## src/design/aph_pkg.sv

```systemverilog
// Constants shared by the parallel host port, its checker and its bench
package aph_pkg;

    localparam int unsigned DATA_W       = 10;
    localparam int unsigned CREG_W       = 10;

    // Register select values on the two address pins
    localparam logic [1:0]  RSEL_CR0     = 2'h0;
    localparam logic [1:0]  RSEL_CR1     = 2'h1;

    // Control register 0 fields
    localparam int unsigned CR0_EXT_REF  = 0;
    localparam int unsigned CR0_SINGLE   = 1;
    localparam logic [9:0]  CR0_RESET    = 10'h000;

    // Control register 1 fields
    localparam int unsigned CR1_TRIG_LO  = 0;
    localparam int unsigned CR1_TRIG_HI  = 1;
    localparam int unsigned CR1_DV_HIGH  = 2;
    localparam int unsigned CR1_DV_PULSE = 3;
    localparam int unsigned CR1_WR_ONLY  = 4;
    localparam int unsigned CR1_FLUSH    = 5;
    localparam logic [9:0]  CR1_RESET    = 10'h004;

    // Avalon-MM byte offsets
    localparam logic [4:0]  OFS_STATUS   = 5'h00;
    localparam logic [4:0]  OFS_MASK     = 5'h04;
    localparam logic [4:0]  OFS_CTRL     = 5'h08;
    localparam logic [4:0]  OFS_FILL     = 5'h0C;

    // Status and mask bit positions
    localparam int unsigned ST_HOST_WR   = 0;
    localparam int unsigned ST_HOST_RD   = 1;
    localparam int unsigned ST_TRIGGER   = 2;
    localparam int unsigned ST_OVERFLOW  = 3;
    localparam int unsigned ST_W         = 4;
    localparam logic [3:0]  ST_RESET     = 4'h0;
    localparam logic [3:0]  MASK_RESET   = 4'h0;

    // Host access sequencer, Gray coded
    typedef enum logic [1:0] {
        APH_IDLE = 2'b00,
        APH_READ = 2'b01,
        APH_HOLD = 2'b10
    } aph_state_t;

endpackage : aph_pkg

```

## src/design/aph_sample_buffer.sv

```systemverilog
// Flip-flop sample buffer with fill count and registered full flag
`timescale 1ns/10ps
`default_nettype none

module aph_sample_buffer #(
    parameter int unsigned WIDTH = 10,
    parameter int unsigned DEPTH = 16,
    parameter int unsigned CNT_W = $clog2(DEPTH + 1)
) (
    input  wire logic               sys_clk,
    input  wire logic               srst,
    input  wire logic               flush,
    input  wire logic               in_valid,
    output logic                    in_ready,
    input  wire logic [WIDTH-1:0]   in_data,
    output logic                    out_valid,
    input  wire logic               out_ready,
    output logic [WIDTH-1:0]        out_data,
    output logic [CNT_W-1:0]        fill
);

    localparam int unsigned PTR_W = (DEPTH > 1) ? $clog2(DEPTH) : 1;

    logic [WIDTH-1:0] mem_q [DEPTH];
    logic [PTR_W-1:0] wr_ptr_q, wr_ptr_d, rd_ptr_q, rd_ptr_d;
    logic [CNT_W-1:0] cnt_q, cnt_d;
    logic             full_q, full_d;
    logic             push, pop;

    function automatic logic [PTR_W-1:0] bump(input logic [PTR_W-1:0] p);
        // Depth need not be a power of two
        bump = (p == PTR_W'(DEPTH - 1)) ? '0 : p + PTR_W'(1);
    endfunction

    assign in_ready  = ~full_q;
    assign out_valid = (cnt_q != '0);
    assign out_data  = mem_q[rd_ptr_q];
    assign fill      = cnt_q;
    assign push      = in_valid & ~full_q & ~flush;
    assign pop       = out_ready & out_valid & ~flush;

    always_comb begin
        wr_ptr_d = push ? bump(wr_ptr_q) : wr_ptr_q;
        rd_ptr_d = pop ? bump(rd_ptr_q) : rd_ptr_q;
        cnt_d    = cnt_q + CNT_W'(push) - CNT_W'(pop);
        if (flush) begin
            wr_ptr_d = '0;
            rd_ptr_d = '0;
            cnt_d    = '0;
        end
        full_d   = (cnt_d == CNT_W'(DEPTH));
    end

    always_ff @(posedge sys_clk) begin
        if (srst) begin
            wr_ptr_q <= '0;
            rd_ptr_q <= '0;
            cnt_q    <= '0;
            full_q   <= 1'b0;
        end else begin
            wr_ptr_q <= wr_ptr_d;
            rd_ptr_q <= rd_ptr_d;
            cnt_q    <= cnt_d;
            full_q   <= full_d;
        end
    end

    // Storage carries no reset so it maps to plain flops without a mux tree
    always_ff @(posedge sys_clk) begin
        if (push) begin
            mem_q[wr_ptr_q] <= in_data;
        end
    end

endmodule // aph_sample_buffer

`default_nettype wire

```

## src/design/aph_host_port.sv

```systemverilog
// Parallel host port: pin decode, control registers, data-available, Avalon-MM status
//
// Implementation choices: the Avalon-MM interface to the registers and the register addresses.
`timescale 1ns/10ps
`default_nettype none

module aph_host_port #(
    parameter int unsigned DEPTH = 16
) (
    input  wire logic                        sys_clk,
    input  wire logic                        srst,
    // Host pins
    input  wire logic                        select_low_n,
    input  wire logic                        select_high,
    input  wire logic                        strobe_pin,
    input  wire logic                        read_n,
    input  wire logic                        reg_addr_bit0,
    input  wire logic                        reg_addr_bit1,
    input  wire logic [aph_pkg::DATA_W-1:0]  host_data_in,
    output logic [aph_pkg::DATA_W-1:0]       host_data_out,
    output logic                             host_data_oe,
    output logic                             samples_ready,
    // Conversion engine side
    input  wire logic                        sample_valid,
    input  wire logic [aph_pkg::DATA_W-1:0]  sample_data,
    output logic                             sample_ready,
    output logic                             ext_ref_select,
    output logic                             single_conv_mode,
    // Avalon-MM slave
    input  wire logic [4:0]                  avs_address,
    input  wire logic                        avs_read,
    input  wire logic                        avs_write,
    input  wire logic [31:0]                 avs_writedata,
    output logic [31:0]                      avs_readdata,
    output logic                             avs_waitrequest,
    output logic                             irq
);

    localparam int unsigned CNT_W = $clog2(DEPTH + 1);

    function automatic logic [CNT_W-1:0] trig_level(input logic [1:0] code);
        // Codes 0..3 mean one to four buffered samples
        trig_level = CNT_W'(code) + CNT_W'(1);
    endfunction

    // Buffer
    logic                        buf_in_ready;
    logic                        buf_valid;
    logic                        buf_pop;
    logic                        buf_flush;
    logic [aph_pkg::DATA_W-1:0]  buf_data;
    logic [CNT_W-1:0]            buf_fill;
    logic                        sample_ready_q;

    aph_sample_buffer #(
        .WIDTH (aph_pkg::DATA_W),
        .DEPTH (DEPTH),
        .CNT_W (CNT_W)
    ) u_buf (
        .sys_clk   (sys_clk),
        .srst      (srst),
        .flush     (buf_flush),
        .in_valid  (sample_valid),
        .in_ready  (buf_in_ready),
        .in_data   (sample_data),
        .out_valid (buf_valid),
        .out_ready (buf_pop),
        .out_data  (buf_data),
        .fill      (buf_fill)
    );

    // Host access decode
    logic                   selected;
    logic                   wr_only;
    logic                   host_wr;
    logic                   host_rd;
    logic [1:0]             reg_sel;
    logic [aph_pkg::CREG_W-1:0] cr0_q, cr0_d, cr1_q, cr1_d;
    aph_pkg::aph_state_t    state_q, state_d;
    logic [aph_pkg::DATA_W-1:0] dout_q, dout_d;
    logic                   oe_q, oe_d;
    logic                   wr_take;
    logic                   rd_take;

    assign selected = ~select_low_n & select_high;
    assign wr_only  = cr1_q[aph_pkg::CR1_WR_ONLY];
    // Strobe low means write in both modes, so a first write always lands
    assign host_wr  = selected & ~strobe_pin;
    assign host_rd  = selected & (wr_only ? ~read_n : strobe_pin);
    assign reg_sel  = {reg_addr_bit1, reg_addr_bit0};

    assign wr_take  = (state_q == aph_pkg::APH_IDLE) & host_wr;
    assign rd_take  = (state_q == aph_pkg::APH_IDLE) & ~host_wr & host_rd;
    assign buf_pop  = rd_take & buf_valid;
    assign buf_flush = wr_take & (reg_sel == aph_pkg::RSEL_CR1)
                     & host_data_in[aph_pkg::CR1_FLUSH];

    always_comb begin
        state_d = state_q;
        dout_d  = dout_q;
        oe_d    = 1'b0;
        cr0_d   = cr0_q;
        cr1_d   = cr1_q;
        case (state_q)
            aph_pkg::APH_IDLE: begin
                if (host_wr) begin
                    // Bus word goes to the addressed register, with the CR1 flush bit stored as zero
                    if (reg_sel == aph_pkg::RSEL_CR0) begin
                        cr0_d = host_data_in;
                    end else if (reg_sel == aph_pkg::RSEL_CR1) begin
                        cr1_d = host_data_in;
                        cr1_d[aph_pkg::CR1_FLUSH] = 1'b0;
                    end
                    state_d = aph_pkg::APH_HOLD;
                end else if (host_rd) begin
                    // Empty buffer repeats the last word rather than junk
                    if (buf_valid) begin
                        dout_d = buf_data;
                    end
                    oe_d    = 1'b1;
                    state_d = aph_pkg::APH_READ;
                end
            end
            aph_pkg::APH_READ: begin
                // A write strobe ends the read; the bus is released one cycle after the strobe falls
                if (host_rd && !host_wr) begin
                    oe_d = 1'b1;
                end else begin
                    state_d = aph_pkg::APH_IDLE;
                end
            end
            aph_pkg::APH_HOLD: begin
                // One register write per strobe
                if (!host_wr) begin
                    state_d = aph_pkg::APH_IDLE;
                end
            end
            default: begin
                state_d = aph_pkg::APH_IDLE;
            end
        endcase
    end

    always_ff @(posedge sys_clk) begin
        if (srst) begin
            state_q <= aph_pkg::APH_IDLE;
            dout_q  <= '0;
            oe_q    <= 1'b0;
            cr0_q   <= aph_pkg::CR0_RESET;
            cr1_q   <= aph_pkg::CR1_RESET;
        end else begin
            state_q <= state_d;
            dout_q  <= dout_d;
            oe_q    <= oe_d;
            cr0_q   <= cr0_d;
            cr1_q   <= cr1_d;
        end
    end

    // Data-available and engine controls
    logic level_now;
    logic level_q, level_d;
    logic dv_q, dv_d;
    logic ext_ref_q, ext_ref_d;
    logic single_q, single_d;

    assign level_now = (buf_fill >= trig_level(
                        cr1_q[aph_pkg::CR1_TRIG_HI:aph_pkg::CR1_TRIG_LO]));

    always_comb begin
        logic active;
        active    = 1'b0;
        level_d   = level_now;
        // Pulse form marks only the crossing; static form follows the level
        if (cr1_q[aph_pkg::CR1_DV_PULSE]) begin
            active = level_now & ~level_q;
        end else begin
            active = level_now;
        end
        dv_d      = cr1_q[aph_pkg::CR1_DV_HIGH] ? active : ~active;
        ext_ref_d = cr0_q[aph_pkg::CR0_EXT_REF];
        single_d  = cr0_q[aph_pkg::CR0_SINGLE];
    end

    // Ready lags the buffer by a cycle; a sample sent into a full buffer sets overflow
    always_ff @(posedge sys_clk) begin
        if (srst) begin
            level_q        <= 1'b0;
            dv_q           <= 1'b0;
            ext_ref_q      <= 1'b0;
            single_q       <= 1'b0;
            sample_ready_q <= 1'b0;
        end else begin
            level_q        <= level_d;
            dv_q           <= dv_d;
            ext_ref_q      <= ext_ref_d;
            single_q       <= single_d;
            sample_ready_q <= buf_in_ready;
        end
    end

    // Avalon-MM slave with one wait state
    logic [aph_pkg::ST_W-1:0] status_q, status_d;
    logic [aph_pkg::ST_W-1:0] mask_q, mask_d;
    logic [aph_pkg::ST_W-1:0] events;
    logic [31:0]              rdata_q, rdata_d;
    logic                     wait_q, wait_d;
    logic                     irq_q, irq_d;
    logic                     acc;
    logic                     avs_req;

    assign avs_req = avs_read | avs_write;
    assign acc     = avs_req & ~wait_q;

    always_comb begin
        events = '0;
        events[aph_pkg::ST_HOST_WR]  = wr_take;
        events[aph_pkg::ST_HOST_RD]  = rd_take;
        events[aph_pkg::ST_TRIGGER]  = level_now & ~level_q;
        // Engine ignored back-pressure and a sample was lost
        events[aph_pkg::ST_OVERFLOW] = sample_valid & ~buf_in_ready;
        status_d = status_q;
        mask_d   = mask_q;
        rdata_d  = rdata_q;
        wait_d   = ~avs_req | ~wait_q;
        if (acc && avs_write) begin
            case (avs_address)
                aph_pkg::OFS_STATUS: begin
                    status_d = status_q & ~avs_writedata[aph_pkg::ST_W-1:0];
                end
                aph_pkg::OFS_MASK: begin
                    mask_d = avs_writedata[aph_pkg::ST_W-1:0];
                end
                default: begin
                    // Control and fill words are read-only
                    status_d = status_q;
                end
            endcase
        end
        // Set beats a simultaneous clear
        status_d = status_d | events;
        // Loaded in the wait cycle so the word already stands when waitrequest drops
        if (avs_req && wait_q) begin
            case (avs_address)
                aph_pkg::OFS_STATUS: begin
                    rdata_d = 32'(status_q);
                end
                aph_pkg::OFS_MASK: begin
                    rdata_d = 32'(mask_q);
                end
                aph_pkg::OFS_CTRL: begin
                    rdata_d = {12'h000, cr1_q, cr0_q};
                end
                aph_pkg::OFS_FILL: begin
                    rdata_d = 32'(buf_fill);
                end
                default: begin
                    rdata_d = 32'h0000_0000;
                end
            endcase
        end
        // Registered, so irq trails the status bits by one cycle
        irq_d = |(status_q & mask_q);
    end

    always_ff @(posedge sys_clk) begin
        if (srst) begin
            status_q <= aph_pkg::ST_RESET;
            mask_q   <= aph_pkg::MASK_RESET;
            rdata_q  <= 32'h0000_0000;
            wait_q   <= 1'b1;
            irq_q    <= 1'b0;
        end else begin
            status_q <= status_d;
            mask_q   <= mask_d;
            rdata_q  <= rdata_d;
            wait_q   <= wait_d;
            irq_q    <= irq_d;
        end
    end

    assign host_data_out    = dout_q;
    assign host_data_oe     = oe_q;
    assign samples_ready    = dv_q;
    assign sample_ready     = sample_ready_q;
    assign ext_ref_select   = ext_ref_q;
    assign single_conv_mode = single_q;
    assign avs_readdata     = rdata_q;
    assign avs_waitrequest  = wait_q;
    assign irq              = irq_q;

endmodule // aph_host_port

`default_nettype wire

```

## config.mk

```make
export PLATFORM = sky130hd
export DESIGN_NAME = aph_host_port
export DESIGN_NICKNAME = d
export VERILOG_FILES = /design/src/design/aph_pkg.sv /design/src/design/aph_sample_buffer.sv /design/src/design/aph_host_port.sv
export SDC_FILE = /design/constraint.sdc
export NUM_CORES = 1
export LEC_CHECK = 0
export ABC_AREA = 1
export BUFFER_PORTS_ARGS = -buffer_cell sky130_fd_sc_hd__clkbuf_2
export CAP_MARGIN = 10
export CORE_AREA = 2 2 152 154
export DETAILED_ROUTE_END_ITERATION = 6
export DIE_AREA = 0 0 154 156
export PLACE_DENSITY_LB_ADDON = 0.25
export SYNTH_ARGS = -nofsm -noshare
export SYNTH_HDL_FRONTEND = slang
export SYNTH_SLANG_ARGS = --single-unit
```

## constraint.sdc

```tcl
create_clock -name sys_clk -period 4.2 [get_ports sys_clk]
set_clock_uncertainty 0.05 [all_clocks]
set_input_delay 0.42 -clock sys_clk [delete_from_list [all_inputs] [get_ports sys_clk]]
set_output_delay 0.42 -clock sys_clk [all_outputs]
set_load 0.02 [all_outputs]
```

# Word-level counts from Yosys, hierarchy flattened
# Memories as Yosys holds them, arrays and structs flattened. A register that Yosys moved wholly into a read port is not among the register bits.
# Index checks and enable logic that the tools add are counted.
[totals] memories=1 word_cells=105 romBits=0 out_inout_bits=49 ram_bits=160 latch_bits=0 inputBits=68 register_bits=83
[op_classes] eq_ne=12 magnitude_cmp=1 shifts=0 n_addsub=5 bitwise_logic=33 mux=20 mul=0 reduce_logical=15 div_mod_pow=0
[mem_list] memory="u_buf.mem_q" words=16 word_bits=10 read_ports=1 rd_clocked_by_memory_dff=1 wr=1 line_no="aph_sample_buffer.sv:24" source="logic [WIDTH-1:0] mem_q [DEPTH];"
[ops] cell="one-hot mux 20 bit (4 select lines)" count=1
[ops] cell="bitwise AND 1 bit" count=16
[ops] cell="two-way mux 4 bit" count=4
[ops] cell="inverter 1 bit" count=11
[ops] cell="equality test 5 x 4 -> 1 bit (second input constant)" count=2
[ops] cell="adder 4 x 1 -> 4 bit (second input constant)" count=2
[ops] cell="bitwise AND 4 bit" count=2
[ops] cell="equality test 4 bit (second input constant)" count=2
[ops] cell="two-way mux 1 bit" count=8
[ops] cell="two-way mux 2 bit" count=4
[ops] cell="AND reduction 4 bit" count=2
[ops] cell="one-hot mux 2 bit (3 select lines)" count=1
[ops] cell="AND reduction 3 bit" count=2
[ops] cell="adder 5 x 1 -> 5 bit" count=1
[ops] cell="equality test 5 x 3 -> 1 bit (second input constant)" count=1
[ops] cell="equality test 5 bit (second input constant)" count=1
[ops] cell=">= comparator 5 x 3 -> 1 bit" count=1
[ops] cell="zero test 5 bit" count=1
[ops] cell="two-way mux 5 bit" count=1
[ops] cell="nonzero test 5 bit" count=1
[ops] cell="subtractor 5 x 1 -> 5 bit" count=1
[ops] cell="equality test 2 x 1 -> 1 bit (second input constant)" count=2
[ops] cell="zero test 2 bit" count=2
[ops] cell="!= test 2 bit (second input constant)" count=2
[ops] cell="12 further kinds" count=15

# Depth between registers and ports, before layout
[logic_depth] ltp_word=12 mapped_depth=16 mapped_depth_nobuf=15

# Modules after synthesis
# From an unflattened synthesis, not the netlist that was laid out.
[hier_totals] hier_cells=1061 hier_area_um2=10373.7
[by_module_without_submodules] mod="aph_sample_buffer" n_inst=1 cells_per_inst=699 seq_area_each_um2=5165.0 area_per_inst_um2=7537.2
[by_module_without_submodules] mod="aph_host_port" n_inst=1 cells_per_inst=362 seq_area_each_um2=1321.3 area_per_inst_um2=2836.5

# Worst setup path after synthesis
# OpenSTA, ideal clock, no wires.
[synth_timing] path_kind="reg-to-reg" startpoint="register u_buf.cnt_q[3] (netlist: u_buf.fill[3])" endpoint="register u_buf.full_q" path_buffers=1 slack_ns=1.426 stages_incl_launch_ff=17 t_required_ns=4.037 setup_ns=0.113 period_less_slack_ns=2.774 arrival_time_ns=2.611 path_cell_list="dfxtp_1 -> inv_1 -> ha_1 -> nand3_1 -> o21ai_4 -> inv_4 -> buf_8 -> ha_1 -> inv_1 -> ha_1 -> inv_1 -> fa_1 -> o21ai_0 -> a21oi_1 -> or2_2 -> nand3_1 -> nor2_1"
[synth_via] elab_chain_len=7 word_cells_on_any_way=8 cone_classes="2 x add/sub; 1 x eq/ne; 1 x mux; 3 x bitwise; 1 x reduce/logical"
[synth_rtl] item="start: declaration" line_no="aph_sample_buffer.sv:26" source="logic [CNT_W-1:0] cnt_q, cnt_d;"
[synth_rtl] item="start signal: assignment" line_no="aph_sample_buffer.sv:63" source="cnt_q <= cnt_d;"
[synth_rtl] item="nonzero test 5 bit *" line_no="aph_sample_buffer.sv:36" source="assign out_valid = (cnt_q != '0);"
[synth_rtl] item="bitwise AND 1 bit" line_no="aph_host_port.sv:94" source="assign buf_pop = rd_take & buf_valid;"
[synth_rtl] item="bitwise AND 1 bit * (2 in series)" line_no="aph_sample_buffer.sv:40" source="assign pop = out_ready & out_valid & ~flush;"
[synth_rtl] item="net u_buf.pop" line_no="aph_sample_buffer.sv:28" source="logic push, pop;"
[synth_rtl] item="subtractor 5 x 1 -> 5 bit *" line_no="aph_sample_buffer.sv:45" source="cnt_d = cnt_q + CNT_W'(push) - CNT_W'(pop);"
[synth_rtl] item="two-way mux 5 bit *" line_no="aph_sample_buffer.sv:46" source="if (flush) begin"
[synth_rtl] item="equality test 5 bit *" line_no="aph_sample_buffer.sv:51" source="full_d = (cnt_d == CNT_W'(DEPTH));"
[synth_rtl] item="end signal: assignment" line_no="aph_sample_buffer.sv:64" source="full_q <= full_d;"
[synth_rtl] item="end: declaration" line_no="aph_sample_buffer.sv:27" source="logic full_q, full_d;"
# The timed path passes the listed nets; every way through them passes the cells marked *.
# A chain may end at the register's enable or synchronous reset.

# Final worst setup path
[layout_timing] startpoint="register u_buf.cnt_q[3] (netlist: u_buf.fill[3])" endpoint="register u_buf.full_q"
[layout_via] elab_chain_len=7 word_cells_on_any_way=8 cone_classes="2 x add/sub; 1 x eq/ne; 1 x mux; 3 x bitwise; 1 x reduce/logical"
[layout_rtl] item="nonzero test 5 bit" line_no="aph_sample_buffer.sv:36"
[layout_rtl] item="bitwise AND 1 bit" line_no="aph_host_port.sv:94"
[layout_rtl] item="bitwise AND 1 bit (2 in series)" line_no="aph_sample_buffer.sv:40"
[layout_rtl] item="subtractor 5 x 1 -> 5 bit *" line_no="aph_sample_buffer.sv:45"
[layout_rtl] item="two-way mux 5 bit *" line_no="aph_sample_buffer.sv:46"
[layout_rtl] item="equality test 5 bit *" line_no="aph_sample_buffer.sv:51"
# Mark *: on every way between the ends. The rest lies on a longest branch, timed or not.

==> flow_metrics.py <==
metrics = {
    "outcome": {
        "outcome": "completed",
    },
    "yosys": {
        "ys_seq_area_frac": 0.605,
        "ys.flop_type": "edfxtp_1",
        "synth_area_leaders": "edfxtp_1 (45%), dfxtp_1 (15%), nand2_1 (11%)",
        "yosys.area.top_type": "edfxtp_1",
        "synth_area_um2": 10600,
        "ys_ff_latch": 240,
        "yosysWarnings": 0,
        "synthArstFlopShare": 0,
        "synth_top_area_frac": 0.454,
        "syn_avg_cell_area_um2": 9.45,
        "synth_cell_types": 44,
        "synth_edf_count": 160,
        "syn-instance-count": 1120,
    },
    "critical_path": {
        "cp-endpoint": "u_buf.full_q",
        "crit_type": "reg -> reg",
        "arrival_ns": 3.21,
        "timing.rr.start": "u_buf.fill[3]",
        "worstPathMaxFanout": 14,
        "rr_endpoint": "u_buf.full_q",
        "rrSetupSlack_ns": 1.35,
        "endpoint_kind": "register",
        "startpoint": "u_buf.fill[3]",
        "cp.required_ns": 4.57,
        "reg2regPathDepth": 15,
        "start_kind": "register",
    },
    "power_and_ir_drop": {
        "pwr-share-clk": 0.385,
        "p_int_w": 0.00424,
        "vdd_ir_drop_max_mv": 0.296,
        "pwr-share-seq": 0.469,
        "switchingPower_w": 0.00152,
        "p_sw_frac": 0.264,
        "p_comb_frac": 0.146,
        "p_leak_nw": 5.06,
        "finalPower_w": 0.00576,
        "power.density_nw_per_um2": 486,
    },
    "floorplan": {
        "die_w_um": 154,
        "fp.dieH_um": 156,
        "coreArea_um2": 22400,
        "fp-row-count": 55,
        "start_util": 0.473,
        "ios": 117,
        "die-area_um2": 24000,
    },
    "placed_design": {
        "hpwlAfterDp_um": 14500,
        "gp_congestion": 0.814,
        "portBuffers": 75,
    },
    "clock_tree": {
        "cts-resized-gates": 0,
        "cts_setup_buffers": 0,
        "cts_made_buffers": 26,
        "hold_buffers": 0,
        "clock_path_buffers": 3,
        "path_clk_slew_ns": 0.06,
        "clock_latency_ns": 0.52,
        "cts_sinks": 240,
        "ctsRootBufferMaster": "clkbuf_16",
        "htreeDepth": 1,
        "cts_tree": "yes",
    },
    "drt": {
        "routedWlPerCell_um": 15.5,
        "drtIter0Drc": 512,
        "routed_wl_um": 23000,
        "drc_errors": 0,
        "via_count": 7473,
        "vias_per_cell": 5.03,
        "ant_nets": 0,
        "dr.pass1.iters": 5,
    },
    "sta": {
        "setup_viol": 0,
        "finalHoldViolCount": 0,
        "fin_crit_sh": 0.677,
        "worst_slew_pin_slew_ns": 1.23,
        "max_freq_mhz": 351,
        "maxSlewViolCount": 0,
        "min_period_ns": 2.85,
        "fin_tns_setup_ns": 0,
        "slew_headroom": 0.180,
        "rsz0062_at_grt": "false",
    },
    "finish": {
        "num-nets-final": 1266,
        "area_growth_pct": 12.0,
        "final_layout_size_suffix_gt1_frac": 0.127,
        "antenna_cells": 0,
        "final_common_cell": "nand2_1",
        "final_cell_mix": "nand2_1 (313), edfxtp_1 (160), inv_1 (157)",
    },
    "grt": {
        "grt.overflow.total": 0,
        "antenna_found_initial": 0,
        "grtUsageTotal": 0.192,
        "grt_pass1_wl_um": 36600,
        "grt_pass1_vias": 7009,
        "grt_max_degree": 85,
    },
    "hold_path": {
        "hold_class": "in -> reg",
        "whs_path_depth": 3,
    },
    "flow_run": {
        "drv_cap": 0,
    },
}
## state kept, by name, summed over array words and instances, names as in the netlist
signal,flops
u_buf.full_q,1
u_buf.wr_ptr_q,4
ext_ref_select,1
sample_ready,1
state_q,2
host_data_oe,1
irq,1
level_q,1
u_buf.fill,5
avs_waitrequest,1
cr0_q,10
status_q,4
single_conv_mode,1
u_buf.mem_q,160
u_buf.rd_ptr_q,4
mask_q,4
avs_readdata,19
host_data_out,10
cr1_q,9
samples_ready,1
## per-layer routing
| layer | share of wire | up-vias | track usage |
|---|---|---|---|
| li1 | - | 3752 | - |
| met1 | 0.44 | 3495 | 0.258 |
| met2 | 0.48 | 189 | 0.323 |
| met3 | 0.058 | 37 | 0.0300 |
| met4 | 0.023 | 0 | 0.0583 |
| met5 | 0 | - | 0 |
## per-stage QoR
stage	instances	setup WS, ns	utilization	area (um^2)	hold slack, ns
2_1_floorplan	1132	1.43	-	10600	0.363
3_3_place_gp	1437	1.28	0.493	11000	0.384
3_5_place_dp	1437	1.25	0.493	11000	0.386
4_1_cts	1485	1.34	0.530	11900	0.0688
5_1_grt	1485	1.11	0.530	11900	0.0774
6_report	1485	1.35	0.530	11900	0.0888
## cells by family (layout without fill, tap and decap cells)
group,after synthesis,after routing,share of synthesized area
adder cells (fa/ha/maj),18,18,0.0220
AO/OA/AOI/OAI,116,116,0.0592
flip-flops,240,240,0.605
other,1,13,0.000354
XOR/XNOR,5,5,0.00414
AND/OR/NAND/NOR,511,511,0.211
buffers and inverters,229,297,0.0983
## final cells by class
cell class | count | area, um^2
clock inverter | 5 | 52.6
fill | 2006 | 10500
timing repair buffer | 84 | 443
inverter | 165 | 624
tap | 285 | 357
clock buffer | 43 | 787
multi-input combinational | 663 | 3180
sequential | 240 | 6410
## power groups by stage
| stage | combinational [W] | sequential [W] | clock (W) |
|---|---|---|---|
| 2_1_floorplan | 0.000591 | 0.00277 | 0 |
| 3_3_place_gp | 0.000830 | 0.00275 | 0 |
| 3_5_place_dp | 0.000844 | 0.00275 | 0 |
| 4_1_cts | 0.000849 | 0.00270 | 0.00226 |
| 5_1_grt | 0.000955 | 0.00272 | 0.00236 |
| 6_report | 0.000839 | 0.00270 | 0.00222 |
## synth_stat cells, drive strengths merged (2+ instances only)
| library cell | n |
|---|---|
| nor2 | 38 |
| dfxtp | 80 |
| o21ai | 46 |
| nand4 | 19 |
| nand2 | 319 |
| edfxtp | 160 |
| a211oi | 4 |
| xor2 | 4 |
| inv | 164 |
| ha | 17 |
| nor3 | 9 |
| buf | 52 |
| a21oi | 59 |
| clkbuf | 12 |
| nand3 | 124 |
| o31ai | 2 |
## how the worst min path moves through the flow
stage,startpoint,endpoint,slack (ns)
detailed placement,cr0_q[1],single_conv_mode,0.39
global placement,state_q[0],state_q[1],0.38
global route,host_data_in[0],cr0_q[0],0.08
finish,host_data_in[4],cr0_q[4],0.09
CTS,host_data_in[0],cr0_q[0],0.07
floorplan,cr0_q[0],ext_ref_select,0.36
## critical path: stages, from the launching register on
cell     delay, ns
dfxtp_1       0.31
inv_1         0.14
ha_1          0.17
nand3_1       0.12
o21ai_4       0.18
inv_4         0.11
ha_1          0.28
inv_1         0.06
ha_1          0.16
inv_1         0.06
fa_1          0.38
o21ai_0       0.21
a21oi_1       0.10
or2_2         0.27
nand3_1       0.08
nor2_1        0.05
Power figures use the tool's default switching activity.
